### src/verilog/asr_ctrl_defs.vh
// Overview of operation
// - write strobe stays high whenever the address lines change
// - array is written only while select and write strobe are both low
// - write data meets setup and hold around the terminating strobe edge
// - address stays stable at least 0 ns after write strobe rises
// - controller never drives data lines while the device drives them
// - select to end of write lasts at least 70 ns
// - read cycle at least 70 ns; device data valid within 70 ns
// - write cycle at least 70 ns; address valid 70 ns before write end
// - write strobe low at least 40 ns; data valid 40 ns before end
// - address setup 0 ns before strobe falls; data hold 0 ns after end
// - read by select: address valid at select fall, write strobe high
`ifndef ASR_CTRL_DEFS_VH
`define ASR_CTRL_DEFS_VH

`define ASR_ADDR_W 15
`define ASR_DATA_W 8
`define ASR_CLK_PS 5000
// times in ns
`define ASR_READ_CYCLE_NS 70
`define ASR_ADDR_ACCESS_NS 70
`define ASR_OUT_EN_ACCESS_NS 35
`define ASR_DESELECT_FLOAT_NS 35
`define ASR_OUT_DIS_FLOAT_NS 30
`define ASR_WRITE_CYCLE_NS 70
`define ASR_SELECT_WR_END_NS 70
`define ASR_WRITE_PULSE_NS 40
`define ASR_DATA_OVERLAP_NS 40
`define ASR_WRITE_FLOAT_NS 30
// least times round up to whole cycles, at least one
`define ASR_CYC(ns) ((((ns) * 1000 + `ASR_CLK_PS - 1) / `ASR_CLK_PS) < 1 ? 1 : \
	(((ns) * 1000 + `ASR_CLK_PS - 1) / `ASR_CLK_PS))
`define ASR_CNT_W 5
// two-flop synchroniser on the data lines
`define ASR_SYNC_STAGES 2
`define ASR_CNT_ZERO 5'h00
`define ASR_CNT_ONE 5'h01
// states
`define ASR_ST_IDLE 3'h0
`define ASR_ST_RD 3'h1
`define ASR_ST_RD_FLOAT 3'h2
`define ASR_ST_WR_SETUP 3'h3
`define ASR_ST_WR 3'h4
`define ASR_ST_WR_END 3'h5

`endif

### src/verilog/asr_sync.v
`timescale 1ns/1ps
`default_nettype none
`include "asr_ctrl_defs.vh"
module asr_sync (
	// clock and reset
	input wire clk,
	input wire rst_b,
	// raw and synchronised bus
	input wire [`ASR_DATA_W-1:0] rawIn,
	output reg [`ASR_DATA_W-1:0] syncOut
);
	reg [`ASR_DATA_W-1:0] meta_q;
	genvar i;
	generate
		for (i = 0; i < `ASR_DATA_W; i = i + 1) begin : gBit
			// first stage feeds only the second stage
			always @(posedge clk) begin
				if (!rst_b) begin
					meta_q[i] <= 1'b0;
					syncOut[i] <= 1'b0;
				end else begin
					meta_q[i] <= rawIn[i];
					syncOut[i] <= meta_q[i];
				end
			end
		end
	endgenerate
endmodule
`default_nettype wire

### src/verilog/asr_ctrl.v
`timescale 1ns/1ps
`default_nettype none
`include "asr_ctrl_defs.vh"
module asr_ctrl (
	// clock and reset
	input wire clk,
	input wire rst_b,
	// user request
	input wire reqValid,
	input wire reqWrite,
	input wire [`ASR_ADDR_W-1:0] reqAddr,
	input wire [`ASR_DATA_W-1:0] reqWdata,
	output reg reqReady,
	// user read answer
	output reg rspValid,
	output reg [`ASR_DATA_W-1:0] rspRdata,
	// sram pins
	output reg [`ASR_ADDR_W-1:0] addrLines,
	output reg chipSel_b,
	output reg writeStrobe_b,
	output reg outDrive_b,
	input wire [`ASR_DATA_W-1:0] dataLinesIn,
	output reg [`ASR_DATA_W-1:0] dataLinesOut,
	output reg dataLinesOe
);
	// cycle counts from printed times
	// access plus the two sync stages before sampling
	localparam integer RD_SAMPLE_I = `ASR_CYC(`ASR_ADDR_ACCESS_NS) + `ASR_SYNC_STAGES;
	localparam integer FLOAT_I = `ASR_CYC(`ASR_DESELECT_FLOAT_NS);
	localparam integer WR_I = `ASR_CYC(`ASR_SELECT_WR_END_NS);
	localparam [`ASR_CNT_W-1:0] RD_SAMPLE = RD_SAMPLE_I[`ASR_CNT_W-1:0];
	localparam [`ASR_CNT_W-1:0] FLOAT_CYC = FLOAT_I[`ASR_CNT_W-1:0];
	localparam [`ASR_CNT_W-1:0] WR_CYC = WR_I[`ASR_CNT_W-1:0];

	reg [2:0] state_q;
	reg [2:0] state_d;
	reg [`ASR_CNT_W-1:0] cnt_q;
	reg [`ASR_CNT_W-1:0] cnt_d;
	wire [`ASR_DATA_W-1:0] dataSync;

	asr_sync uSync (
		.clk(clk),
		.rst_b(rst_b),
		.rawIn(dataLinesIn),
		.syncOut(dataSync)
	);

	// next state
	always @* begin
		state_d = state_q;
		cnt_d = cnt_q + `ASR_CNT_ONE;
		case (state_q)
		`ASR_ST_IDLE: begin
			cnt_d = `ASR_CNT_ZERO;
			if (reqValid) begin
				if (reqWrite) begin
					state_d = `ASR_ST_WR_SETUP;
				end else begin
					state_d = `ASR_ST_RD;
				end
			end
		end
		`ASR_ST_RD: begin
			// held past read cycle and access plus sync delay
			if (cnt_q == RD_SAMPLE) begin
				state_d = `ASR_ST_RD_FLOAT;
				cnt_d = `ASR_CNT_ZERO;
			end
		end
		`ASR_ST_RD_FLOAT: begin
			// wait for device release before anyone drives again
			if (cnt_q == FLOAT_CYC) begin
				state_d = `ASR_ST_IDLE;
			end
		end
		`ASR_ST_WR_SETUP: begin
			state_d = `ASR_ST_WR;
			cnt_d = `ASR_CNT_ONE;
		end
		`ASR_ST_WR: begin
			// select and strobe low together for full 70 ns
			if (cnt_q == WR_CYC) begin
				state_d = `ASR_ST_WR_END;
				cnt_d = `ASR_CNT_ZERO;
			end
		end
		`ASR_ST_WR_END: begin
			// setup, pulse and end together cover the write cycle
			state_d = `ASR_ST_IDLE;
		end
		default: begin
			state_d = `ASR_ST_IDLE;
			cnt_d = `ASR_CNT_ZERO;
		end
		endcase
	end

	always @(posedge clk) begin
		if (!rst_b) begin
			state_q <= `ASR_ST_IDLE;
			cnt_q <= `ASR_CNT_ZERO;
		end else begin
			state_q <= state_d;
			cnt_q <= cnt_d;
		end
	end

	// pin and user outputs, all registered
	always @(posedge clk) begin
		if (!rst_b) begin
			addrLines <= {`ASR_ADDR_W{1'b0}};
			chipSel_b <= 1'b1;
			writeStrobe_b <= 1'b1;
			outDrive_b <= 1'b1;
			dataLinesOut <= {`ASR_DATA_W{1'b0}};
			dataLinesOe <= 1'b0;
			reqReady <= 1'b0;
			rspValid <= 1'b0;
			rspRdata <= {`ASR_DATA_W{1'b0}};
		end else begin
			reqReady <= 1'b0;
			rspValid <= 1'b0;
			case (state_d)
			`ASR_ST_IDLE: begin
				// standby: deselected, bus released
				chipSel_b <= 1'b1;
				writeStrobe_b <= 1'b1;
				outDrive_b <= 1'b1;
				dataLinesOe <= 1'b0;
			end
			`ASR_ST_RD: begin
				if (state_q == `ASR_ST_IDLE) begin
					// address and select change together, strobe high
					addrLines <= reqAddr;
					reqReady <= 1'b1;
				end
				writeStrobe_b <= 1'b1;
				chipSel_b <= 1'b0;
				// our drivers already off when drive goes low
				dataLinesOe <= 1'b0;
				outDrive_b <= 1'b0;
			end
			`ASR_ST_RD_FLOAT: begin
				if (state_q == `ASR_ST_RD) begin
					rspValid <= 1'b1;
					rspRdata <= dataSync;
				end
				chipSel_b <= 1'b1;
				outDrive_b <= 1'b1;
				dataLinesOe <= 1'b0;
			end
			`ASR_ST_WR_SETUP: begin
				// address settles with strobe high; drive kept off
				addrLines <= reqAddr;
				dataLinesOut <= reqWdata;
				reqReady <= 1'b1;
				writeStrobe_b <= 1'b1;
				outDrive_b <= 1'b1;
				chipSel_b <= 1'b1;
			end
			`ASR_ST_WR: begin
				// select and strobe fall together so device stays floating
				chipSel_b <= 1'b0;
				writeStrobe_b <= 1'b0;
				dataLinesOe <= 1'b1;
			end
			`ASR_ST_WR_END: begin
				// both rise together; address and data held this cycle
				chipSel_b <= 1'b1;
				writeStrobe_b <= 1'b1;
				dataLinesOe <= 1'b1;
			end
			default: begin
				chipSel_b <= 1'b1;
				writeStrobe_b <= 1'b1;
				outDrive_b <= 1'b1;
				dataLinesOe <= 1'b0;
			end
			endcase
		end
	end

endmodule
`default_nettype wire

### config.mk
export PLATFORM = sky130hd
export DESIGN_NAME = asr_ctrl
export DESIGN_NICKNAME = d
export VERILOG_FILES = /design/src/verilog/asr_sync.v /design/src/verilog/asr_ctrl.v
export VERILOG_INCLUDE_DIRS = /design/src /design/src/verilog
export SDC_FILE = /design/constraint.sdc
export NUM_CORES = 1
export LEC_CHECK = 0
export BUFFER_PORTS_ARGS = -buffer_cell sky130_fd_sc_hd__clkbuf_2
export CAP_MARGIN = 40
export CORE_ASPECT_RATIO = 1.25
export CORE_MARGIN = 2
export CORE_UTILIZATION = 40
export CTS_CLUSTER_DIAMETER = 200
export CTS_CLUSTER_SIZE = 12
export DETAILED_ROUTE_END_ITERATION = 16
export PLACE_DENSITY = 0.63
export SKIP_CTS_REPAIR_TIMING = 1
export SLEW_MARGIN = 0
export SYNTH_ARGS = -nofsm -noshare
export SYNTH_HDL_FRONTEND = slang
export SYNTH_SLANG_ARGS = --single-unit
### constraint.sdc
create_clock -name clk -period 3.4 [get_ports clk]
set_clock_uncertainty 0.15 [all_clocks]
set_input_delay 0.68 -clock clk [delete_from_list [all_inputs] [get_ports clk]]
set_output_delay 0.68 -clock clk [all_outputs]
set_load 0.02 [all_outputs]
==> results.sh, run 1 <==
export IMPL_path_delay_family="simple AND/OR/NAND/NOR gates"
export IMPL_place_gp_congestion=0.7783
export IMPL_core_rowCount=30
export IMPL_clk_path_buf_depth=2
export IMPL_outcome="finished, final reports clean"
export IMPL_grt_max_degree=27
export IMPL_final_setup_tns_ns=0
export IMPL_max_clock_freq_ghz=0.4733
export IMPL_timing_critical_path_from_type="flip-flop"
export IMPL_cts_root_buf="clkbuf_8"
export IMPL_clkSlewWorstSetupHoldPaths_ns=0.07
export IMPL_ys_types=38
export IMPL_clk_latency_ns=0.33
export IMPL_final_util_pct=52.16
export IMPL_cts_buffers_inserted=9
export IMPL_dp_hpwl_um=3184
export IMPL_diodes=0
export IMPL_ys_flop_type="dfxtp_1"
export IMPL_finalWirelength_um=4641
export IMPL_worstMarginPinSlew_ns=0.8718
export IMPL_cts_sinks=61
export IMPL_avgRoutedWirePerCell_um=12.18
export IMPL_core_um2=5443
export IMPL_syn_inst=246
export IMPL_crit_slowest_cell="or4b_1"
export IMPL_worstHoldPathType="flip-flop to flip-flop"
export IMPL_synth_seq_cells=61
export IMPL_vias=1878
export IMPL_p_total_w=0.001641
export IMPL_ant_nets=0
export IMPL_whs_ns=0.2825
export IMPL_setup_viol=0
export IMPL_syn2layout_area_growth_pct=26.06
export IMPL_drt_drc_violations_left=0
export IMPL_synth_edf_count=0
export IMPL_path_class="flip-flop to flip-flop"
export IMPL_yosysSeqAreaShare_pct=54.22
export IMPL_io_buffers=71
export IMPL_fin_crit_ns=2.113
export IMPL_ir_worst_vdd_mv=0.3464
export IMPL_cp_max_fo=26
export IMPL_critical_path_max_stage_delay_ns=0.98
export IMPL_vias_per_cell=4.929
export IMPL_grt_pass1_wl_um=7548
export IMPL_design_area_um2=2839
export IMPL_dpl_instance_area_um2=2618
export IMPL_required_ns=3.44
export IMPL_avgSynthCellArea_um2=9.155
export IMPL_htreeDepth=3
export IMPL_dr_pass1_iters=4
export IMPL_cap_violations=0
export IMPL_dr_first_iter_drc_count=91
export IMPL_die_area_um2=6251
export IMPL_syn_area_um2=2252
export IMPL_power_density_nw_per_um2=578.1
export IMPL_crit_buf_inv=0
export IMPL_nets=350
export IMPL_worstSetupEndpointType="flip-flop"
export IMPL_path_cells="or4b_1, o21ai_0, a21oi_1"
export IMPL_final_layout_size_suffix_gt1_share_pct=29.97
export IMPL_max_slew_margin_rel_pct=41.88
export IMPL_p_leak_nw=1.189
export IMPL_syn_nets=284
export IMPL_grt_pass1_vias=1652
export IMPL_antenna_found_initial=0
export IMPL_cts_tree="yes"
export IMPL_grt_setup_unrepaired="false"
export IMPL_grt_use_total_pct=15.52
export IMPL_hold_violations=0
export IMPL_synth_yosys_warnings=0
export IMPL_grt_overflow=0
export IMPL_async_flop_share_pct=0
export IMPL_start_util_pct=41.38
export IMPL_cp_arrival_ns=2.15
export IMPL_ioPinCount=72
export IMPL_die_w_um=71.12
export IMPL_die_h_um=87.90
export IMPL_fin_crit_sh_pct=62.15
export IMPL_drv_slew=0
-- flip-flops by register name (all words and copies together) (netlist names), 3 cells and up --
name / flops
addrLines: 15
uSync.syncOut: 8
rspRdata: 8
state_q: 3
cnt_q: 5
uSync.meta_q: 8
dataLinesOut: 8
-- layer usage --
metal / global-route usage [%] / vias to the layer above / wire length, um
met5: 0 / - / 0
met4: 9.262 / 0 / 85
met3: 4.603 / 5 / 293
met2: 24.04 / 62 / 2090
met1: 19.12 / 833 / 2171
li1: - / 978 / -
-- cells in the final DEF (no fill, tap or decap), drive strengths merged, types with 2 or more instances in the layout --
master,instances
inv,7
clkbuf,80
xor2,2
o21ai,21
nand4bb,2
nand3,19
bufinv,2
clkinvlp,2
dfxtp,61
nor4b,2
ha,3
a21oi,35
a211oi,4
nor2,3
a31oi,2
nand2,34
or3b,2
buf,3
nor3b,2
and2,16
-- Yosys cell counts, types with 3 or more instances --
master | count | share of area, %
dfxtp_1 | 61 | 54
a21oi_1 | 35 | 7.8
nand2_1 | 34 | 5.7
nand3_1 | 19 | 4.2
o21ai_0 | 17 | 3.8
and2_1 | 16 | 4.4
clkbuf_1 | 9 | 1.5
buf_2 | 7 | 1.6
inv_1 | 5 | 0.83
a211oi_1 | 4 | 1.3
o21ai_1 | 4 | 0.89
ha_1 | 3 | 1.7
nor2_1 | 3 | 0.50
-- layout make-up --
| class | count | area, um^2 |
|---|---|---|
| multi-input cells | 161 | 919.6 |
| flip-flops and latches | 61 | 1221 |
| fillers | 531 | 2604 |
| well taps | 64 | 80.08 |
| clock inverters | 7 | 97.59 |
| clock buffers | 9 | 123.9 |
| repair buffers | 74 | 377.9 |
| inverters | 5 | 18.77 |
-- worst paths after layout --
kind,cells past startpoint,slack [ns],to,startpoint
worst max register to register,3,1.29,dataLinesOut[0]$_SDFFE_PN0P_,state_q[1]$_SDFF_PN0_
worst min-delay path,1,0.28,uSync.syncOut[2]$_SDFF_PN0_,uSync.meta_q[2]$_SDFF_PN0_
worst min register to register,1,0.28,uSync.syncOut[2]$_SDFF_PN0_,uSync.meta_q[2]$_SDFF_PN0_
worst max-delay path,3,1.29,dataLinesOut[0]$_SDFFE_PN0P_,state_q[1]$_SDFF_PN0_
-- power by group --
group | switching [W] | internal [W] | leakage, nW
registers | 0.0000209 | 0.000748 | 0.499
clock network | 0.000296 | 0.000416 | 0.106
logic | 0.0000993 | 0.0000610 | 0.583
total | 0.000416 | 0.00123 | 1.19
-- metrics by stage --
step / setup WS [ns] / instances
floorplan: 1.580 / 246
global placement: 1.098 / 365
detailed placement: 1.071 / 365
CTS: 1.276 / 381
global route: 1.113 / 381
finish: 1.287 / 381
-- kinds of logic (layout without fill, tap and decap cells) --
family / count (synthesis) / in the layout / share of synthesized area (%)
AND/OR/NAND/NOR: 87 / 87 / 21.61
flip-flops: 61 / 61 / 54.22
buffers and inverters: 24 / 95 / 4.944
AO/OA/AOI/OAI: 68 / 68 / 16.39
XOR/XNOR: 3 / 3 / 1.167
adder cells (fa/ha/maj): 3 / 3 / 1.667
Power figures use the tool's default switching activity.
==> run 2, diff against run 1 <==
==> constraint.sdc (replaced) <==
create_clock -name clk -period 2 [get_ports clk]
set_clock_uncertainty 0.15 [all_clocks]
set_input_delay 0.4 -clock clk [delete_from_list [all_inputs] [get_ports clk]]
set_output_delay 0.4 -clock clk [all_outputs]
set_load 0.02 [all_outputs]
==> run 2 against run 1 <==
- worst hold slack got worse by 0.17 ns
- sequential power increased by 69%
- die area unchanged
- critical path depth increased by 2
- utilization increased by 1.1 points
- final cell count increased by 1.6%
- flip-flop and latch count unchanged
==> results.sh, run 2 (same netlist as run 1, synthesis figures left out) <==
export IMPL_outcome="finished, final reports clean"
export IMPL_grt_pass1_vias=1725
export IMPL_final_setup_tns_ns=0
export IMPL_dpl_instance_area_um2=2675
export IMPL_fin_crit_sh_pct=84.43
export IMPL_multi_input_area_um2=919.6
export IMPL_place_inst=371
export IMPL_grt_setup_unrepaired="false"
export IMPL_design_area_um2=2897
export IMPL_ioPinCount=72
export IMPL_critical_path_max_stage_delay_ns=0.38
export IMPL_cts_root_buf="clkbuf_8"
export IMPL_final_layout_size_suffix_gt1_share_pct=31.27
export IMPL_dp_hpwl_um=3203
export IMPL_place_gp_congestion=0.7581
export IMPL_instances_no_fill=387
export IMPL_ant_nets=0
export IMPL_avgRoutedWirePerCell_um=11.97
export IMPL_seqPwrFrac_pct=46.5
export IMPL_vias_per_cell=4.796
export IMPL_worstSetupEndpointType="flip-flop"
export IMPL_cts_sinks=61
export IMPL_crit_buf_inv=1
export IMPL_swShare_pct=25.06
export IMPL_drv_slew=0
export IMPL_dr_first_iter_drc_count=99
export IMPL_die_h_um=87.90
export IMPL_grt_use_total_pct=15.78
export IMPL_clkSlewWorstSetupHoldPaths_ns=0.07
export IMPL_vias=1856
export IMPL_max_slew_margin_rel_pct=74.77
export IMPL_die_w_um=71.12
export IMPL_syn2layout_area_growth_pct=28.61
export IMPL_htreeDepth=3
export IMPL_p_int_w=0.002095
export IMPL_start_util_pct=41.38
export IMPL_cp_max_fo=11
export IMPL_grt_pass1_wl_um=7638
export IMPL_fillCellCount=523
export IMPL_path_class="flip-flop to flip-flop"
export IMPL_p_leak_nw=1.223
export IMPL_drt_drc_violations_left=0
export IMPL_worstHoldPathType="primary input to flip-flop"
export IMPL_combPwrFrac_pct=10.5
export IMPL_top_register="addrLines"
export IMPL_regArea_um2=1221
export IMPL_crit_slowest_cell="dfxtp_1"
export IMPL_clk_path_buf_depth=2
export IMPL_diodes=0
export IMPL_ir_worst_vdd_mv=0.4038
export IMPL_nets=356
export IMPL_fin_crit_ns=1.689
export IMPL_cts_tree="yes"
export IMPL_final_cell_mix="clkbuf_2, dfxtp_1, a21oi_1"
export IMPL_power_density_nw_per_um2=965.3
export IMPL_cap_violations=0
export IMPL_path_delay_family="compound AO/OA/AOI/OAI gates"
export IMPL_dr_pass1_iters=4
export IMPL_antenna_found_initial=0
export IMPL_required_ns=2.08
export IMPL_clk_latency_ns=0.33
export IMPL_final_common_cell="clkbuf_2"
export IMPL_switchingPower_w=0.0007006
export IMPL_cts_buffers_inserted=9
export IMPL_setup_viol=0
export IMPL_max_clock_freq_ghz=0.5922
export IMPL_cp_arrival_ns=1.76
export IMPL_path_cells="inv_1, ha_1, and4bb_2, a22o_1, o21a_1"
export IMPL_hold_violations=0
export IMPL_largest_reg_flops=15
export IMPL_grt_max_degree=41
export IMPL_timing_critical_path_from_type="flip-flop"
export IMPL_finalWirelength_um=4632
export IMPL_die_area_um2=6251
export IMPL_core_um2=5443
export IMPL_worstMarginPinSlew_ns=0.3767
export IMPL_io_buffers=71
export IMPL_clkPwrFrac_pct=43.0
export IMPL_grt_overflow=0
export IMPL_core_rowCount=30
-- run 2: cell types whose count changed in the layout (fill, tap and decap cells not counted), sizes merged --
cell	previous run	this run
buf	3	9
-- run 2: per-stage QoR --
step                      util [%]  worst slack [ns]  power, W  hold slack [ns]
after floorplan                  -            0.4598  0.001517           0.2618
after global placement       49.15            0.3013  0.001624           0.2646
after detailed placement     49.15            0.2894  0.001626           0.2684
after CTS                    53.22            0.3103  0.002831           0.1025
after global routing         53.22            0.2034  0.002928           0.1083
final                        53.22            0.3114  0.002796           0.1153
-- run 2: worst reg2reg max path, cell delays in order, from the launching register on --
cell and delay (ns):
dfxtp_1 0.38, inv_1 0.08, ha_1 0.21, and4bb_2 0.32, a22o_1 0.26, o21a_1 0.19
-- run 2: cell type report --
cell class	count	share of cell area, %
clock buffers	9	4.276
clock inverters	7	3.369
inverters	5	0.6479
multi-input cells	161	31.75
flip-flops and latches	61	42.16
well taps	64	2.765
repair buffers	80	15.03
-- run 2: power by group through the flow --
stage | Clock [W] | Combinational [W] | Sequential [W]
5_1_grt | 0.00129 | 0.000329 | 0.00131
3_5_place_dp | 0 | 0.000297 | 0.00133
6_report | 0.00120 | 0.000293 | 0.00130
3_3_place_gp | 0 | 0.000296 | 0.00133
4_1_cts | 0.00123 | 0.000298 | 0.00130
2_1_floorplan | 0 | 0.000151 | 0.00137
-- run 2: final timing paths --
kind,start,end,slack (ns),depth (start not counted)
worst max-delay path,cnt_q[0]$_SDFF_PN0_,state_q[1]$_SDFF_PN0_,0.31,5
worst min-delay path,dataLinesIn[6],uSync.meta_q[6]$_SDFF_PN0_,0.12,2
worst max register to register,cnt_q[0]$_SDFF_PN0_,state_q[1]$_SDFF_PN0_,0.31,5
worst min register to register,uSync.meta_q[3]$_SDFF_PN0_,uSync.syncOut[3]$_SDFF_PN0_,0.28,1
-- run 2: metal layers --
layer / share of wire [%] / global-route usage, % / vias to the layer above
li1: - / - / 992
met2: 45 / 24.89 / 64
met1: 46 / 18.68 / 793
met3: 7.0 / 6.329 / 7
met5: 0 / 0 / -
met4: 1.9 / 7.890 / 0
==> run 3, diff against run 2 <==
==> constraint.sdc (replaced) <==
create_clock -name clk -period 1.7 [get_ports clk]
set_clock_uncertainty 0.15 [all_clocks]
set_input_delay 0.34 -clock clk [delete_from_list [all_inputs] [get_ports clk]]
set_output_delay 0.34 -clock clk [all_outputs]
set_load 0.02 [all_outputs]
==> run 3 against run 2 <==
- wire length is 2.5% higher
- die area is the same
- register-to-register slack worse by 0.20 ns
- critical path depth unchanged
- fmax up 6.0%
- sequential share of layout area fell by 1.3 points
- via count increased by 4.0%
- largest cell class unchanged
- count of clock-buffer cells in the layout increased by 1
- clock power increased by 16%
==> results.sh, run 3 (same netlist as run 1, synthesis figures left out) <==
export IMPL_timing_critical_path_from_type="flip-flop"
export IMPL_clkSlewWorstSetupHoldPaths_ns=0.07
export IMPL_power_density_nw_per_um2=1104
export IMPL_finalWirelength_um=4746
export IMPL_avgRoutedWirePerCell_um=11.98
export IMPL_vias=1931
export IMPL_nets=365
export IMPL_path_class="flip-flop to flip-flop"
export IMPL_dp_hpwl_um=3384
export IMPL_cts_tree="yes"
export IMPL_critical_path_max_stage_delay_ns=0.38
export IMPL_fin_crit_sh_pct=93.67
export IMPL_cts_buffers_inserted=9
export IMPL_core_um2=5443
export IMPL_final_common_cell="clkbuf_2"
export IMPL_crit_slowest_cell="dfxtp_1"
export IMPL_fin_crit_ns=1.592
export IMPL_max_slew_margin_rel_pct=67.38
export IMPL_dpl_worst_slack_ns=0.03929
export IMPL_grt_use_total_pct=15.93
export IMPL_fin_ws_ns=0.1076
export IMPL_cts_root_buf="clkbuf_8"
export IMPL_diodes=0
export IMPL_final_layout_size_suffix_gt1_share_pct=33.43
export IMPL_htreeDepth=3
export IMPL_grt_pass1_wl_um=7776
export IMPL_die_h_um=87.90
export IMPL_max_clock_freq_ghz=0.6280
export IMPL_clk_latency_ns=0.33
export IMPL_hold_violations=0
export IMPL_clkPwrFrac_pct=42.0
export IMPL_grt_setup_unrepaired="false"
export IMPL_place_gp_congestion=0.7726
export IMPL_fillCellCount=523
export IMPL_cp_max_fo=4
export IMPL_outcome="finished, final reports clean"
export IMPL_dr_first_iter_drc_count=79
export IMPL_drv_slew=0
export IMPL_syn2layout_area_growth_pct=32.56
export IMPL_grt_pass1_vias=1789
export IMPL_antenna_found_initial=0
export IMPL_hold_depth=2
export IMPL_final_util_pct=54.85
export IMPL_ioPinCount=72
export IMPL_combPwrFrac_pct=11.6
export IMPL_io_buffers=71
export IMPL_die_area_um2=6251
export IMPL_largest_reg_flops=15
export IMPL_drt_drc_violations_left=0
export IMPL_final_cell_mix="clkbuf_2, dfxtp_1, a21oi_1"
export IMPL_multi_input_area_um2=932.1
export IMPL_path_cells="inv_1, ha_1, and4bb_2, a22o_1, o21a_1"
export IMPL_worstSetupEndpointType="flip-flop"
export IMPL_top_register="addrLines"
export IMPL_clk_path_buf_depth=2
export IMPL_ir_worst_vdd_mv=0.4530
export IMPL_swShare_pct=24.59
export IMPL_core_rowCount=30
export IMPL_p_int_w=0.002486
export IMPL_r2r_cells=5
export IMPL_required_ns=1.78
export IMPL_switchingPower_w=0.0008104
export IMPL_final_setup_tns_ns=0
export IMPL_ant_nets=0
export IMPL_cap_violations=0
export IMPL_grt_max_degree=25
export IMPL_cp_arrival_ns=1.67
export IMPL_seqPwrFrac_pct=46.4
export IMPL_regArea_um2=1221
export IMPL_grt_overflow=0
export IMPL_whs_ns=0.05986
export IMPL_setup_viol=0
export IMPL_p_leak_nw=1.278
export IMPL_start_util_pct=41.38
export IMPL_worstHoldPathType="primary input to flip-flop"
export IMPL_dr_pass1_iters=4
export IMPL_vias_per_cell=4.876
export IMPL_die_w_um=71.12
export IMPL_cts_sinks=61
export IMPL_worstMarginPinSlew_ns=0.4888
==> run 3: path summary, 6_finish.rpt <==
check,startpoint,to,slack [ns]
worst min-delay path,dataLinesIn[6],uSync.meta_q[6]$_SDFF_PN0_,0.06
worst min register to register,uSync.meta_q[0]$_SDFF_PN0_,uSync.syncOut[0]$_SDFF_PN0_,0.28
worst max-delay path,cnt_q[1]$_SDFF_PN0_,state_q[1]$_SDFF_PN0_,0.11
worst max register to register,cnt_q[1]$_SDFF_PN0_,state_q[1]$_SDFF_PN0_,0.11
==> run 3: layout make-up <==
cell class | instances | area share (%)
Clock buffer | 10 | 4.275
Clock inverter | 6 | 2.892
Inverter | 5 | 0.6287
Multi-Input combinational cell | 161 | 31.22
Sequential cell | 61 | 40.91
Tap cell | 64 | 2.682
Timing Repair Buffer | 89 | 17.39
==> run 3: power by group through the flow <==
stage / logic [W] / registers, W / clock network, W
2_1_floorplan: 0.000178 / 0.00161 / 0
3_3_place_gp: 0.000374 / 0.00156 / 0
3_5_place_dp: 0.000377 / 0.00156 / 0
4_1_cts: 0.000378 / 0.00153 / 0.00142
5_1_grt: 0.000427 / 0.00153 / 0.00148
6_report: 0.000382 / 0.00153 / 0.00139
==> run 3: worst max-delay path: cells and delay by family (launching register included) <==
family                     cells  cell delay (ns)
AOI/OAI and AO/OA              2             0.43
adders and majority gates      1             0.20
buffers and inverters          1             0.07
DFF                            1             0.38
and+or+nand+nor                1             0.27
==> run 3: metal layers <==
layer | share of wire (%) | global-route usage [%] | vias up
met1 | 47 | 18.57 | 849
li1 | - | - | 1009
met2 | 45 | 26.17 | 63
met5 | 0 | 0 | -
met4 | 2.7 | 10.29 | 0
met3 | 5.8 | 3.913 | 10
==> run 3: per-stage QoR <==
stage	area [um^2]	std cells	total power (W)
floorplan	2252	246	0.001785
global placement	2755	380	0.001933
detailed placement	2755	380	0.001937
CTS	2969	396	0.003329
global route	2985	396	0.003446
finish	2985	396	0.003296
